### src/design/tlp_pkg.sv
// Shared constants and types of the timer with stop and wait low-power modes.
package tlp_pkg;

    // ========================================================================
    // Register map (Avalon-MM byte addresses)
    // ========================================================================
    localparam logic [3:0] TLP_OFF_CTRL  = 4'h0;
    localparam logic [3:0] TLP_OFF_COUNT = 4'h4;
    localparam logic [3:0] TLP_OFF_MODE  = 4'h8;

    // ========================================================================
    // Timer control fields
    // ========================================================================
    localparam int TLP_TCR_REQ   = 7;
    localparam int TLP_TCR_MASK  = 6;
    localparam int TLP_TCR_SRC   = 5;
    localparam int TLP_TCR_PINEN = 4;
    localparam int TLP_TCR_PCLR  = 3;
    localparam int TLP_TCR_DIVHI = 2;

    // ========================================================================
    // Mode register fields
    // ========================================================================
    localparam int TLP_MODE_IBIT = 0;
    localparam int TLP_MODE_STOP = 1;
    localparam int TLP_MODE_WAIT = 2;
    localparam int TLP_MODE_EXT  = 3;

    // ========================================================================
    // Values after reset, vectors and timing
    // ========================================================================
    localparam logic [7:0]  TLP_COUNT_RST = 8'hf0;
    localparam logic        TLP_REQ_RST   = 1'h0;
    localparam logic        TLP_MASK_RST  = 1'h1;
    localparam logic        TLP_IBIT_RST  = 1'h1;
    localparam logic [12:0] TLP_VEC_TIMER = 13'h1ff8;
    localparam logic [12:0] TLP_VEC_TWAIT = 13'h1ff6;
    localparam logic [12:0] TLP_VEC_EXT   = 13'h1ffa;
    localparam int          TLP_CYC_DIV   = 5;
    localparam int          TLP_PRE_BITS  = 7;

    typedef enum logic [1:0] {
        TLP_RUN  = 2'b00,
        TLP_WAIT = 2'b01,
        TLP_STOP = 2'b10
    } tlp_mode_e;

endpackage : tlp_pkg

### src/design/tlp_presc_if.sv
// Link between the timer core and its prescaler.
`timescale 1ns/1ns
interface tlp_presc_if;
    logic       tickIn;
    logic       clear;
    logic [2:0] divSel;
    logic       tickOut;

    modport ctl   (output tickIn, output clear, output divSel, input tickOut);
    modport presc (input tickIn, input clear, input divSel, output tickOut);
endinterface : tlp_presc_if

### src/design/tlp_prescaler.sv
// Seven-bit prescaler with eight selectable power-of-two taps.
`timescale 1ns/1ns
module tlp_prescaler (
    input  wire logic clk_sys,   // System clock.
    input  wire logic rst_n,     // Asynchronous reset, active low.
    tlp_presc_if.presc pif       // Tick in, clear, tap select and tick out.
);
    typedef struct packed {
        logic [tlp_pkg::TLP_PRE_BITS-1:0] cnt;
    } tlp_pre_s;

    tlp_pre_s st_q;
    tlp_pre_s st_d;
    logic [tlp_pkg::TLP_PRE_BITS-1:0] tapMask;

    // ========================================================================
    // Divider
    // ========================================================================
    always_comb begin
        st_d    = st_q;
        tapMask = tlp_pkg::TLP_PRE_BITS'((8'h01 << pif.divSel) - 8'h01);
        if (pif.clear) begin
            st_d.cnt = '0;
        end else if (pif.tickIn) begin
            st_d.cnt = st_q.cnt + 7'h01;
        end
    end

    // A tap fires when all counter bits below it are ones, so ratio is 2^sel.
    assign pif.tickOut = pif.tickIn && ((st_q.cnt | ~tapMask) == '1);

    always_ff @(posedge clk_sys or negedge rst_n) begin
        if (!rst_n) begin
            st_q <= '0;
        end else begin
            st_q <= st_d;
        end
    end
endmodule : tlp_prescaler

### src/design/tlp_timer_lpm.sv
// Timer, prescaler control and stop/wait low-power mode logic with an Avalon-MM slave.
// Function
// - Stop halts clock, processing, timer; idles bus.
// - Stop ends only on external interrupt or reset.
// - Stop clears request, sets mask, clears I.
// - Wait keeps timer counting; bus pins idle.
// - Wait ends on external, timer interrupt, reset.
// - Entering wait clears the processor interrupt mask.
// - External first; pending timer later uses normal vector.
// - Timer vector 1FF8; wait wake-up vector 1FF6.
// - Presettable 8-bit down counter; zero step sets request.
// - Interrupt only when both masks are clear.
// - Counter keeps decrementing after reaching zero.
// - Counter read is stable and undisturbing.
// - Request stays set until software clears it.
// - Three low bits select divide 1 to 128.
// - Prescaler hidden; bit 3 write clears; reads zero.
// - Source and pin-enable bits pick timer input.
// - Timer clock is instruction cycle, runs in wait.
// - Reset and stop load counter with F0.
// - Prescaler and counter advance on input falling edge.
// - Resets and stop clear request, set mask.
// - Counter write loads value, counting continues; the code ignores counter writes in stop.
// - All control bits except bit 3 read/write.
//
// The register offsets and register access over Avalon-MM were left to the implementer.
`timescale 1ns/1ns
module tlp_timer_lpm #(
    parameter int CYC_DIV = tlp_pkg::TLP_CYC_DIV   // System clocks per instruction cycle.
) (
    input  wire logic        clk_sys,         // System clock, 20 MHz.
    input  wire logic        rst_n,           // Power-on or external reset, active low.
    input  wire logic [3:0]  avs_address,     // Avalon byte address.
    input  wire logic        avs_read,        // Avalon read request.
    input  wire logic        avs_write,       // Avalon write request.
    input  wire logic [31:0] avs_writedata,   // Avalon write data.
    input  wire logic [3:0]  avs_byteenable,  // Avalon byte enables.
    output logic      [31:0] avs_readdata,    // Avalon read data.
    output logic             avs_waitrequest, // Avalon wait request.
    input  wire logic        timerPin,        // Timer input pin, asynchronous.
    input  wire logic        extIrq_n,        // External interrupt pin, active low.
    input  wire logic        intAck,          // Core takes the offered interrupt.
    input  wire logic        coreRw,          // Core read/write level in run mode.
    input  wire logic        coreBusOe,       // Core bus drive enable in run mode.
    output logic             cpuIrq,          // Interrupt offered to the core.
    output logic      [12:0] vecAddr,         // Vector of the offered interrupt.
    output logic             addressStrobe,   // Address strobe pin.
    output logic             dataStrobe,      // Data strobe pin.
    output logic             rwOut,           // Read/write pin, high for read.
    output logic             busOe,           // Multiplexed bus output enable.
    output logic             coreHalt         // Core processing halted.
);
    localparam int CW = (CYC_DIV > 1) ? $clog2(CYC_DIV) : 1;
    localparam logic [CW-1:0] CYC_LAST = CW'(CYC_DIV - 1);
    localparam logic TLP_REQ_CONST = tlp_pkg::TLP_REQ_RST;

    generate
        if (CYC_DIV < 2) begin : g_bad_div
            $error("CYC_DIV must be at least 2.");
        end
    endgenerate

    typedef struct packed {
        tlp_pkg::tlp_mode_e mode;
        logic          ccI;
        logic          tReq;
        logic          tMask;
        logic          tSrc;
        logic          tPinEn;
        logic [2:0]    div;
        logic [7:0]    count;
        logic [1:0]    extSync;
        logic [1:0]    pinSync;
        logic          pinPrev;
        logic [CW-1:0] cyc;
        logic          extLatch;
        logic          waitTimerVec;
        logic          ack;
        logic [31:0]   rdata;
        logic [12:0]   vec;
        logic          asO;
        logic          dsO;
        logic          rwO;
        logic          oeO;
    } tlp_state_s;

    tlp_state_s  st_q;
    tlp_state_s  st_d;
    tlp_presc_if pif ();

    logic wrDo;
    logic wrCtrl;
    logic wrCount;
    logic wrMode;
    logic intTick;
    logic pinLevel;
    logic pinFall;
    logic timerPend;
    logic zeroStep;
    logic irqTake;
    logic [7:0] wdat;

    // ========================================================================
    // Bus slave
    // ========================================================================
    assign avs_waitrequest = (avs_read || avs_write) && !st_q.ack;
    assign avs_readdata    = st_q.rdata;
    assign wrDo    = avs_write && st_q.ack && avs_byteenable[0];
    assign wdat    = avs_writedata[7:0];
    assign wrCtrl  = wrDo && (avs_address == tlp_pkg::TLP_OFF_CTRL);
    assign wrCount = wrDo && (avs_address == tlp_pkg::TLP_OFF_COUNT);
    assign wrMode  = wrDo && (avs_address == tlp_pkg::TLP_OFF_MODE);

    // ========================================================================
    // Timer input selection
    // ========================================================================
    assign intTick  = (st_q.mode != tlp_pkg::TLP_STOP) && (st_q.cyc == CYC_LAST);
    assign pinLevel = st_q.pinSync[1];
    assign pinFall  = st_q.pinPrev && !st_q.pinSync[1];

    always_comb begin
        pif.tickIn = 1'b0;
        if (st_q.mode != tlp_pkg::TLP_STOP) begin
            case ({st_q.tSrc, st_q.tPinEn})
                2'b00:   pif.tickIn = intTick;
                2'b01:   pif.tickIn = intTick && pinLevel;
                2'b10:   pif.tickIn = 1'b0;
                2'b11:   pif.tickIn = pinFall;
                default: pif.tickIn = 1'b0;
            endcase
        end
    end

    assign pif.clear  = wrCtrl && wdat[tlp_pkg::TLP_TCR_PCLR];
    assign pif.divSel = st_q.div;
    assign zeroStep   = pif.tickOut && (st_q.count == 8'h01);
    assign timerPend  = st_q.tReq && !st_q.tMask;
    assign cpuIrq     = (st_q.mode == tlp_pkg::TLP_RUN) && !st_q.ccI
                        && (st_q.extLatch || timerPend);
    assign irqTake    = cpuIrq && intAck;

    tlp_prescaler u_presc (
        .clk_sys (clk_sys),
        .rst_n   (rst_n),
        .pif     (pif.presc)
    );

    // ========================================================================
    // Next state
    // ========================================================================
    always_comb begin
        st_d         = st_q;
        st_d.extSync = {st_q.extSync[0], extIrq_n};
        st_d.pinSync = {st_q.pinSync[0], timerPin};
        st_d.pinPrev = st_q.pinSync[1];
        st_d.ack     = (avs_read || avs_write) && !st_q.ack;

        // Instruction cycle divider; the oscillator is off in stop.
        if (st_q.mode != tlp_pkg::TLP_STOP) begin
            st_d.cyc = (st_q.cyc == CYC_LAST) ? '0 : st_q.cyc + CW'(1);
        end

        // Counter: a write wins over a step and counting goes on afterwards.
        if (wrCount && st_q.mode != tlp_pkg::TLP_STOP) begin
            st_d.count = wdat;
        end else if (pif.tickOut) begin
            st_d.count = st_q.count - 8'h01;
        end

        // Control register writes.
        if (wrCtrl) begin
            st_d.tReq   = wdat[tlp_pkg::TLP_TCR_REQ];
            st_d.tMask  = wdat[tlp_pkg::TLP_TCR_MASK];
            st_d.tSrc   = wdat[tlp_pkg::TLP_TCR_SRC];
            st_d.tPinEn = wdat[tlp_pkg::TLP_TCR_PINEN];
            st_d.div    = wdat[tlp_pkg::TLP_TCR_DIVHI:0];
        end
        if (zeroStep) begin
            st_d.tReq = 1'b1;
        end
        if (wrMode) begin
            st_d.ccI = wdat[tlp_pkg::TLP_MODE_IBIT];
        end

        // Interrupt acceptance: external first, then timer.
        if (irqTake) begin
            st_d.ccI = 1'b1;
            if (st_q.extLatch) begin
                st_d.extLatch = 1'b0;
            end else begin
                st_d.waitTimerVec = 1'b0;
            end
        end

        // A pin still low at acceptance keeps the latch set: the set wins.
        if (st_q.extSync[1] == 1'b0) begin
            st_d.extLatch = 1'b1;
        end

        // Low-power mode sequencing.
        // Stop entry overrides a same-cycle zero-step set and the I set by acceptance.
        case (st_q.mode)
            tlp_pkg::TLP_RUN: begin
                if (wrMode && wdat[tlp_pkg::TLP_MODE_STOP]) begin
                    st_d.mode  = tlp_pkg::TLP_STOP;
                    st_d.tReq  = TLP_REQ_CONST;
                    st_d.tMask = tlp_pkg::TLP_MASK_RST;
                    st_d.ccI   = 1'b0;
                    st_d.count = tlp_pkg::TLP_COUNT_RST;
                end else if (wrMode && wdat[tlp_pkg::TLP_MODE_WAIT]) begin
                    st_d.mode = tlp_pkg::TLP_WAIT;
                    st_d.ccI  = 1'b0;
                end
            end
            tlp_pkg::TLP_WAIT: begin
                if (st_q.extLatch) begin
                    st_d.mode = tlp_pkg::TLP_RUN;
                end else if (timerPend) begin
                    st_d.mode         = tlp_pkg::TLP_RUN;
                    st_d.waitTimerVec = 1'b1;
                end
            end
            tlp_pkg::TLP_STOP: begin
                if (st_q.extLatch) begin
                    st_d.mode = tlp_pkg::TLP_RUN;
                end
            end
            default: st_d.mode = tlp_pkg::TLP_RUN;
        endcase

        // Vector offered to the core.
        if (st_d.extLatch) begin
            st_d.vec = tlp_pkg::TLP_VEC_EXT;
        end else if (st_d.waitTimerVec) begin
            st_d.vec = tlp_pkg::TLP_VEC_TWAIT;
        end else begin
            st_d.vec = tlp_pkg::TLP_VEC_TIMER;
        end

        // Bus pins idle in both low-power modes.
        if (st_d.mode == tlp_pkg::TLP_RUN) begin
            st_d.asO = (st_d.cyc == '0);
            st_d.dsO = (st_d.cyc == CYC_LAST);
            st_d.rwO = coreRw;
            st_d.oeO = coreBusOe;
        end else begin
            st_d.asO = 1'b0;
            st_d.dsO = 1'b0;
            st_d.rwO = 1'b1;
            st_d.oeO = 1'b0;
        end

        // Read data is captured a cycle before it is presented.
        if (avs_read && !st_q.ack) begin
            case (avs_address)
                tlp_pkg::TLP_OFF_CTRL:
                    st_d.rdata = {24'h000000, st_q.tReq, st_q.tMask, st_q.tSrc,
                                  st_q.tPinEn, 1'b0, st_q.div};
                tlp_pkg::TLP_OFF_COUNT:
                    st_d.rdata = {24'h000000, st_q.count};
                tlp_pkg::TLP_OFF_MODE:
                    st_d.rdata = {28'h0000000, st_q.extLatch,
                                  st_q.mode == tlp_pkg::TLP_WAIT,
                                  st_q.mode == tlp_pkg::TLP_STOP, st_q.ccI};
                default:
                    st_d.rdata = 32'h00000000;
            endcase
        end
    end

    always_ff @(posedge clk_sys or negedge rst_n) begin
        if (!rst_n) begin
            st_q       <= '0;
            st_q.mode  <= tlp_pkg::TLP_RUN;
            st_q.ccI   <= tlp_pkg::TLP_IBIT_RST;
            st_q.tReq  <= tlp_pkg::TLP_REQ_RST;
            st_q.tMask <= tlp_pkg::TLP_MASK_RST;
            st_q.count <= tlp_pkg::TLP_COUNT_RST;
            st_q.extSync <= 2'h3;
            st_q.pinSync <= 2'h0;
            st_q.rwO   <= 1'b1;
            st_q.vec   <= tlp_pkg::TLP_VEC_TIMER;
        end else begin
            st_q <= st_d;
        end
    end

    assign vecAddr       = st_q.vec;
    assign addressStrobe = st_q.asO;
    assign dataStrobe    = st_q.dsO;
    assign rwOut         = st_q.rwO;
    assign busOe         = st_q.oeO;
    assign coreHalt      = (st_q.mode != tlp_pkg::TLP_RUN);
endmodule : tlp_timer_lpm

### config.mk
export PLATFORM = sky130hd
export DESIGN_NAME = tlp_timer_lpm
export DESIGN_NICKNAME = d
export VERILOG_FILES = /design/src/design/tlp_pkg.sv /design/src/design/tlp_presc_if.sv /design/src/design/tlp_prescaler.sv /design/src/design/tlp_timer_lpm.sv
export SDC_FILE = /design/constraint.sdc
export NUM_CORES = 1
export LEC_CHECK = 0
export BUFFER_PORTS_ARGS = -buffer_cell sky130_fd_sc_hd__buf_4
export CORE_MARGIN = 3
export CORE_UTILIZATION = 54
export CTS_CLUSTER_DIAMETER = 100
export DETAILED_ROUTE_END_ITERATION = 10
export PLACE_DENSITY = 0.85
export SETUP_SLACK_MARGIN = 0.4
export SLEW_MARGIN = 10
export SYNTH_ARGS = -nofsm -noshare
export SYNTH_HDL_FRONTEND = slang
export SYNTH_SLANG_ARGS = --single-unit
export TNS_END_PERCENT = 1
### constraint.sdc
create_clock -name clk_sys -period 8.4 [get_ports clk_sys]
set_clock_uncertainty 0.1 [all_clocks]
set_input_delay 0.84 -clock clk_sys [delete_from_list [all_inputs] [get_ports clk_sys]]
set_output_delay 0.84 -clock clk_sys [all_outputs]
set_load 0.05 [all_outputs]
==> out/qor.txt <==
number of instances in the synthesized netlist -> 304
die width -> 79.5 um
number of placed instances with taps included -> 388
Clock Sinks -> 51
die boundary height -> 79.5 um
number of unique standard cell types used by synthesis -> 49
register bit total from synthesis -> 51
Crit path required time -> 8.54 ns
leakage power -> 1.47 nW
buffers plus inverters on the worst setup path -> 0
CTS Buf Count -> 5
first-pass GRT wire length -> 8540 um
Antenna Violating Nets Remaining -> 0
top flip-flop cell by instance count after synthesis -> dfrtp_1
cell with the biggest individual delay on the critical path -> or4_1
Via-to-Cell Ratio -> 5.27
share of synthesized flip-flops with an asynchronous set or reset -> 100%
most instantiated library cell after synthesis -> buf_4
Post-Syn Area per Cell -> 9.59 um2
fraction of the yosys area taken by sequential cells -> 44.2%
maximum vdd drop -> 0.187 mV
period utilisation layout -> 37.4%
boundary pin count -> 101
crit path max fanout -> 9
most used routing layer -> met2
cell accounting for the most synthesized area -> dfrtp_1
type of the worst min-delay path -> reg -> reg
layout net count -> 380
final total negative setup slack -> 0 ns
number of cell rows -> 26
H-Tree Level Count -> 2
Reg2Reg Setup Slack -> 5.26 ns
Synth-to-Final Area Change -> 7.69%
count of cells along the worst hold path -> 0
CP Cell Sequence -> or3_1 -> ha_1 -> or4b_1 -> o221ai_1 -> a221o_1 -> or3_1 -> or4_1 -> a31oi_1
final critical delay including setup and external delays -> 3.14 ns
met3 Usage GRT -> 3.50%
Setup violations, final -> 0
warning count from the yosys run -> 0
sum of overflow across all layers after global routing -> 0
Post-Layout Cell Count -> 396
average wire per standard cell -> 13.7 um
critical path class -> reg -> reg
count of routing violations after the opening detailed-route iteration -> 98
Worst R2R End -> st_q[67]
source of the worst register-to-register timing path -> pif.divSel[0]
startpoint of the worst hold path -> st_d[57]
total routing resource utilization after global routing -> 17.4%
most common cell type on the critical path -> or3_1
Ant. Diodes -> 0
Die ar. -> 6310 um2
data arrival time of the critical path -> 3.28 ns
top cells by area in the synthesized netlist -> dfrtp_1 35%, buf_4 12%, dfstp_2 9.0%
max_slew headroom -> 50.6%
footprint of the multi-input gates -> 1310 um2
Clk Latency, worst-skew pair -> 0.31 ns
root cell of the clock tree -> clkbuf_8
DRC errors left -> 0
Synth top area share -> 35.2%
endpoints failing hold -> 0
fraction of layout cells with a size suffix above 1 -> 20.6%
maximum buffer depth of the clock tree -> 2
detailed-placement wirelength estimate -> 4020 um
GRT met1 Usage -> 22.8%
quantity of hold-fixing buffers added after cts -> 0
post-synth design cell area -> 2910 um2
met2 Use GR -> 28.6%
Startpoint Class -> register
Core Box Area -> 5170 um2
post-CTS setup buffer count -> 0
Min-Delay Endpoint -> pinLevel
actual transition at the worst max-transition pin -> 0.737 ns
number of iterations in the first detailed-routing pass -> 4
post-CTS sizing -> 0
number of antenna violations at the first check in global routing -> 0
critical path endpoint category -> register
total wire length after detailed routing -> 5440 um
timing-limited maximum frequency -> 318 MHz
Commonest cells post-synth -> 45 x buf_4, 41 x dfrtp_1, 28 x nand2_1
slowest cell delay on critical path -> 0.51 ns
Post-Route Utilization -> 60.7%
smallest setup slack after layout -> 5.26 ns
number of input and output port buffers inserted -> 39
result of the run -> completed
Initial Util -> 56.3%
path depth of the worst reg2reg path -> 8
category of cells accounting for the largest share of critical-path delay -> simple AND/OR/NAND/NOR gates
number of enable-type register cells in the synthesized netlist -> 0
clock transition at the register clock pins on the worst setup and hold paths after CTS -> 0.10 ns
RePlAce Congestion -> 0.891
fill cell count -> 457
Sequential cell area -> 1290 um2
number of max-slew violations in the final report -> 0
setup repair after global routing missed its margin -> no
largest net degree at the start of global routing -> 52
power per cell area -> 249 nW/um2
clock tree from TritonCTS -> yes
via count of the first global-routing pass -> 1868
pre-CTS WS -> 5.33 ns
number of violations of the max-capacitance limit -> 0
Via Count -> 2085
[sequential cells by signal (all words and copies together), names as in the netlist]
| signal | cells |
|---|---|
| st_q | 23 |
| vecAddr | 3 |
| st_d | 2 |
| addressStrobe | 1 |
| dataStrobe | 1 |
| rwOut | 1 |
| busOe | 1 |
| u_presc.st_q | 7 |
| pif.divSel | 3 |
| avs_readdata | 8 |
| pinLevel | 1 |
[per-stage QoR]
stage / total power, mW / area (um2) / hold WS [ns]
5_1_grt: 0.834 / 3140 / 0.271
6_report: 0.783 / 3140 / 0.255
2_1_floorplan: 0.563 / 3030 / 0.231
4_1_cts: 0.789 / 3140 / 0.258
3_5_place_dp: 0.611 / 3020 / 0.237
3_3_place_gp: 0.601 / 3020 / 0.238
[report_power, final]
group	leakage [nW]	internal, mW	switching [mW]
registers	0.617	0.298	0.0459
clock network	0.0587	0.0903	0.0837
logic	0.794	0.0967	0.168
total	1.47	0.485	0.298
[placed cells by master (no fill, tap or decap), drive strengths merged, types with 3 or more instances in the layout]
cell type,n
a21oi,9
a22o,8
a31oi,3
and2,4
buf,39
clkbuf,5
conb,34
dfrtp,41
dfstp,10
ha,6
inv,13
mux2,5
mux2i,9
nand2,28
nand2b,6
nand3,6
nor2,20
nor3,5
nor4,4
o21ai,12
o22ai,5
o31ai,3
or2,4
or3,8
xnor2,8
xor2,5
[cell families after synthesis]
family	count (synthesis)	share of synthesized area [%]
flip-flops	51	44.2
adder cells (fa/ha/maj)	6	2.58
multiplexers	14	5.02
other	2	0.258
buffers and inverters	69	15.0
AND/OR/NAND/NOR	100	17.8
AO/OA/AOI/OAI	49	11.2
XOR/XNOR	13	3.91
[per-layer routing]
| layer | share of wire, % | vias to the layer above |
|---|---|---|
| met5 | 0 | - |
| met4 | 1.9 | 0 |
| met3 | 5.7 | 10 |
| met2 | 49 | 79 |
| met1 | 43 | 993 |
| li1 | - | 1003 |
[cell type report]
cell class,count,area share (%)
inverters,12,1.44
clock buffers,5,2.19
flip-flops and latches,51,41.1
repair buffers,39,9.33
multi-input cells,216,41.7
clock inverters,3,1.52
well taps,70,2.79
[worst max-delay path by stage]
stage               cells past startpoint  endpoint            from  slack (ns)
global route                            8  st_q[67]   pif.divSel[0]        5.15
floorplan                               6  st_q[50]        st_q[73]        4.20
global placement                        7  st_q[74]  avs_address[1]        5.35
finish                                  8  st_q[67]   pif.divSel[0]        5.26
CTS                                     8  st_q[67]   pif.divSel[0]        5.27
detailed placement                      7  st_q[74]  avs_address[1]        5.33
No activity file was read; power rests on OpenSTA's default activity.
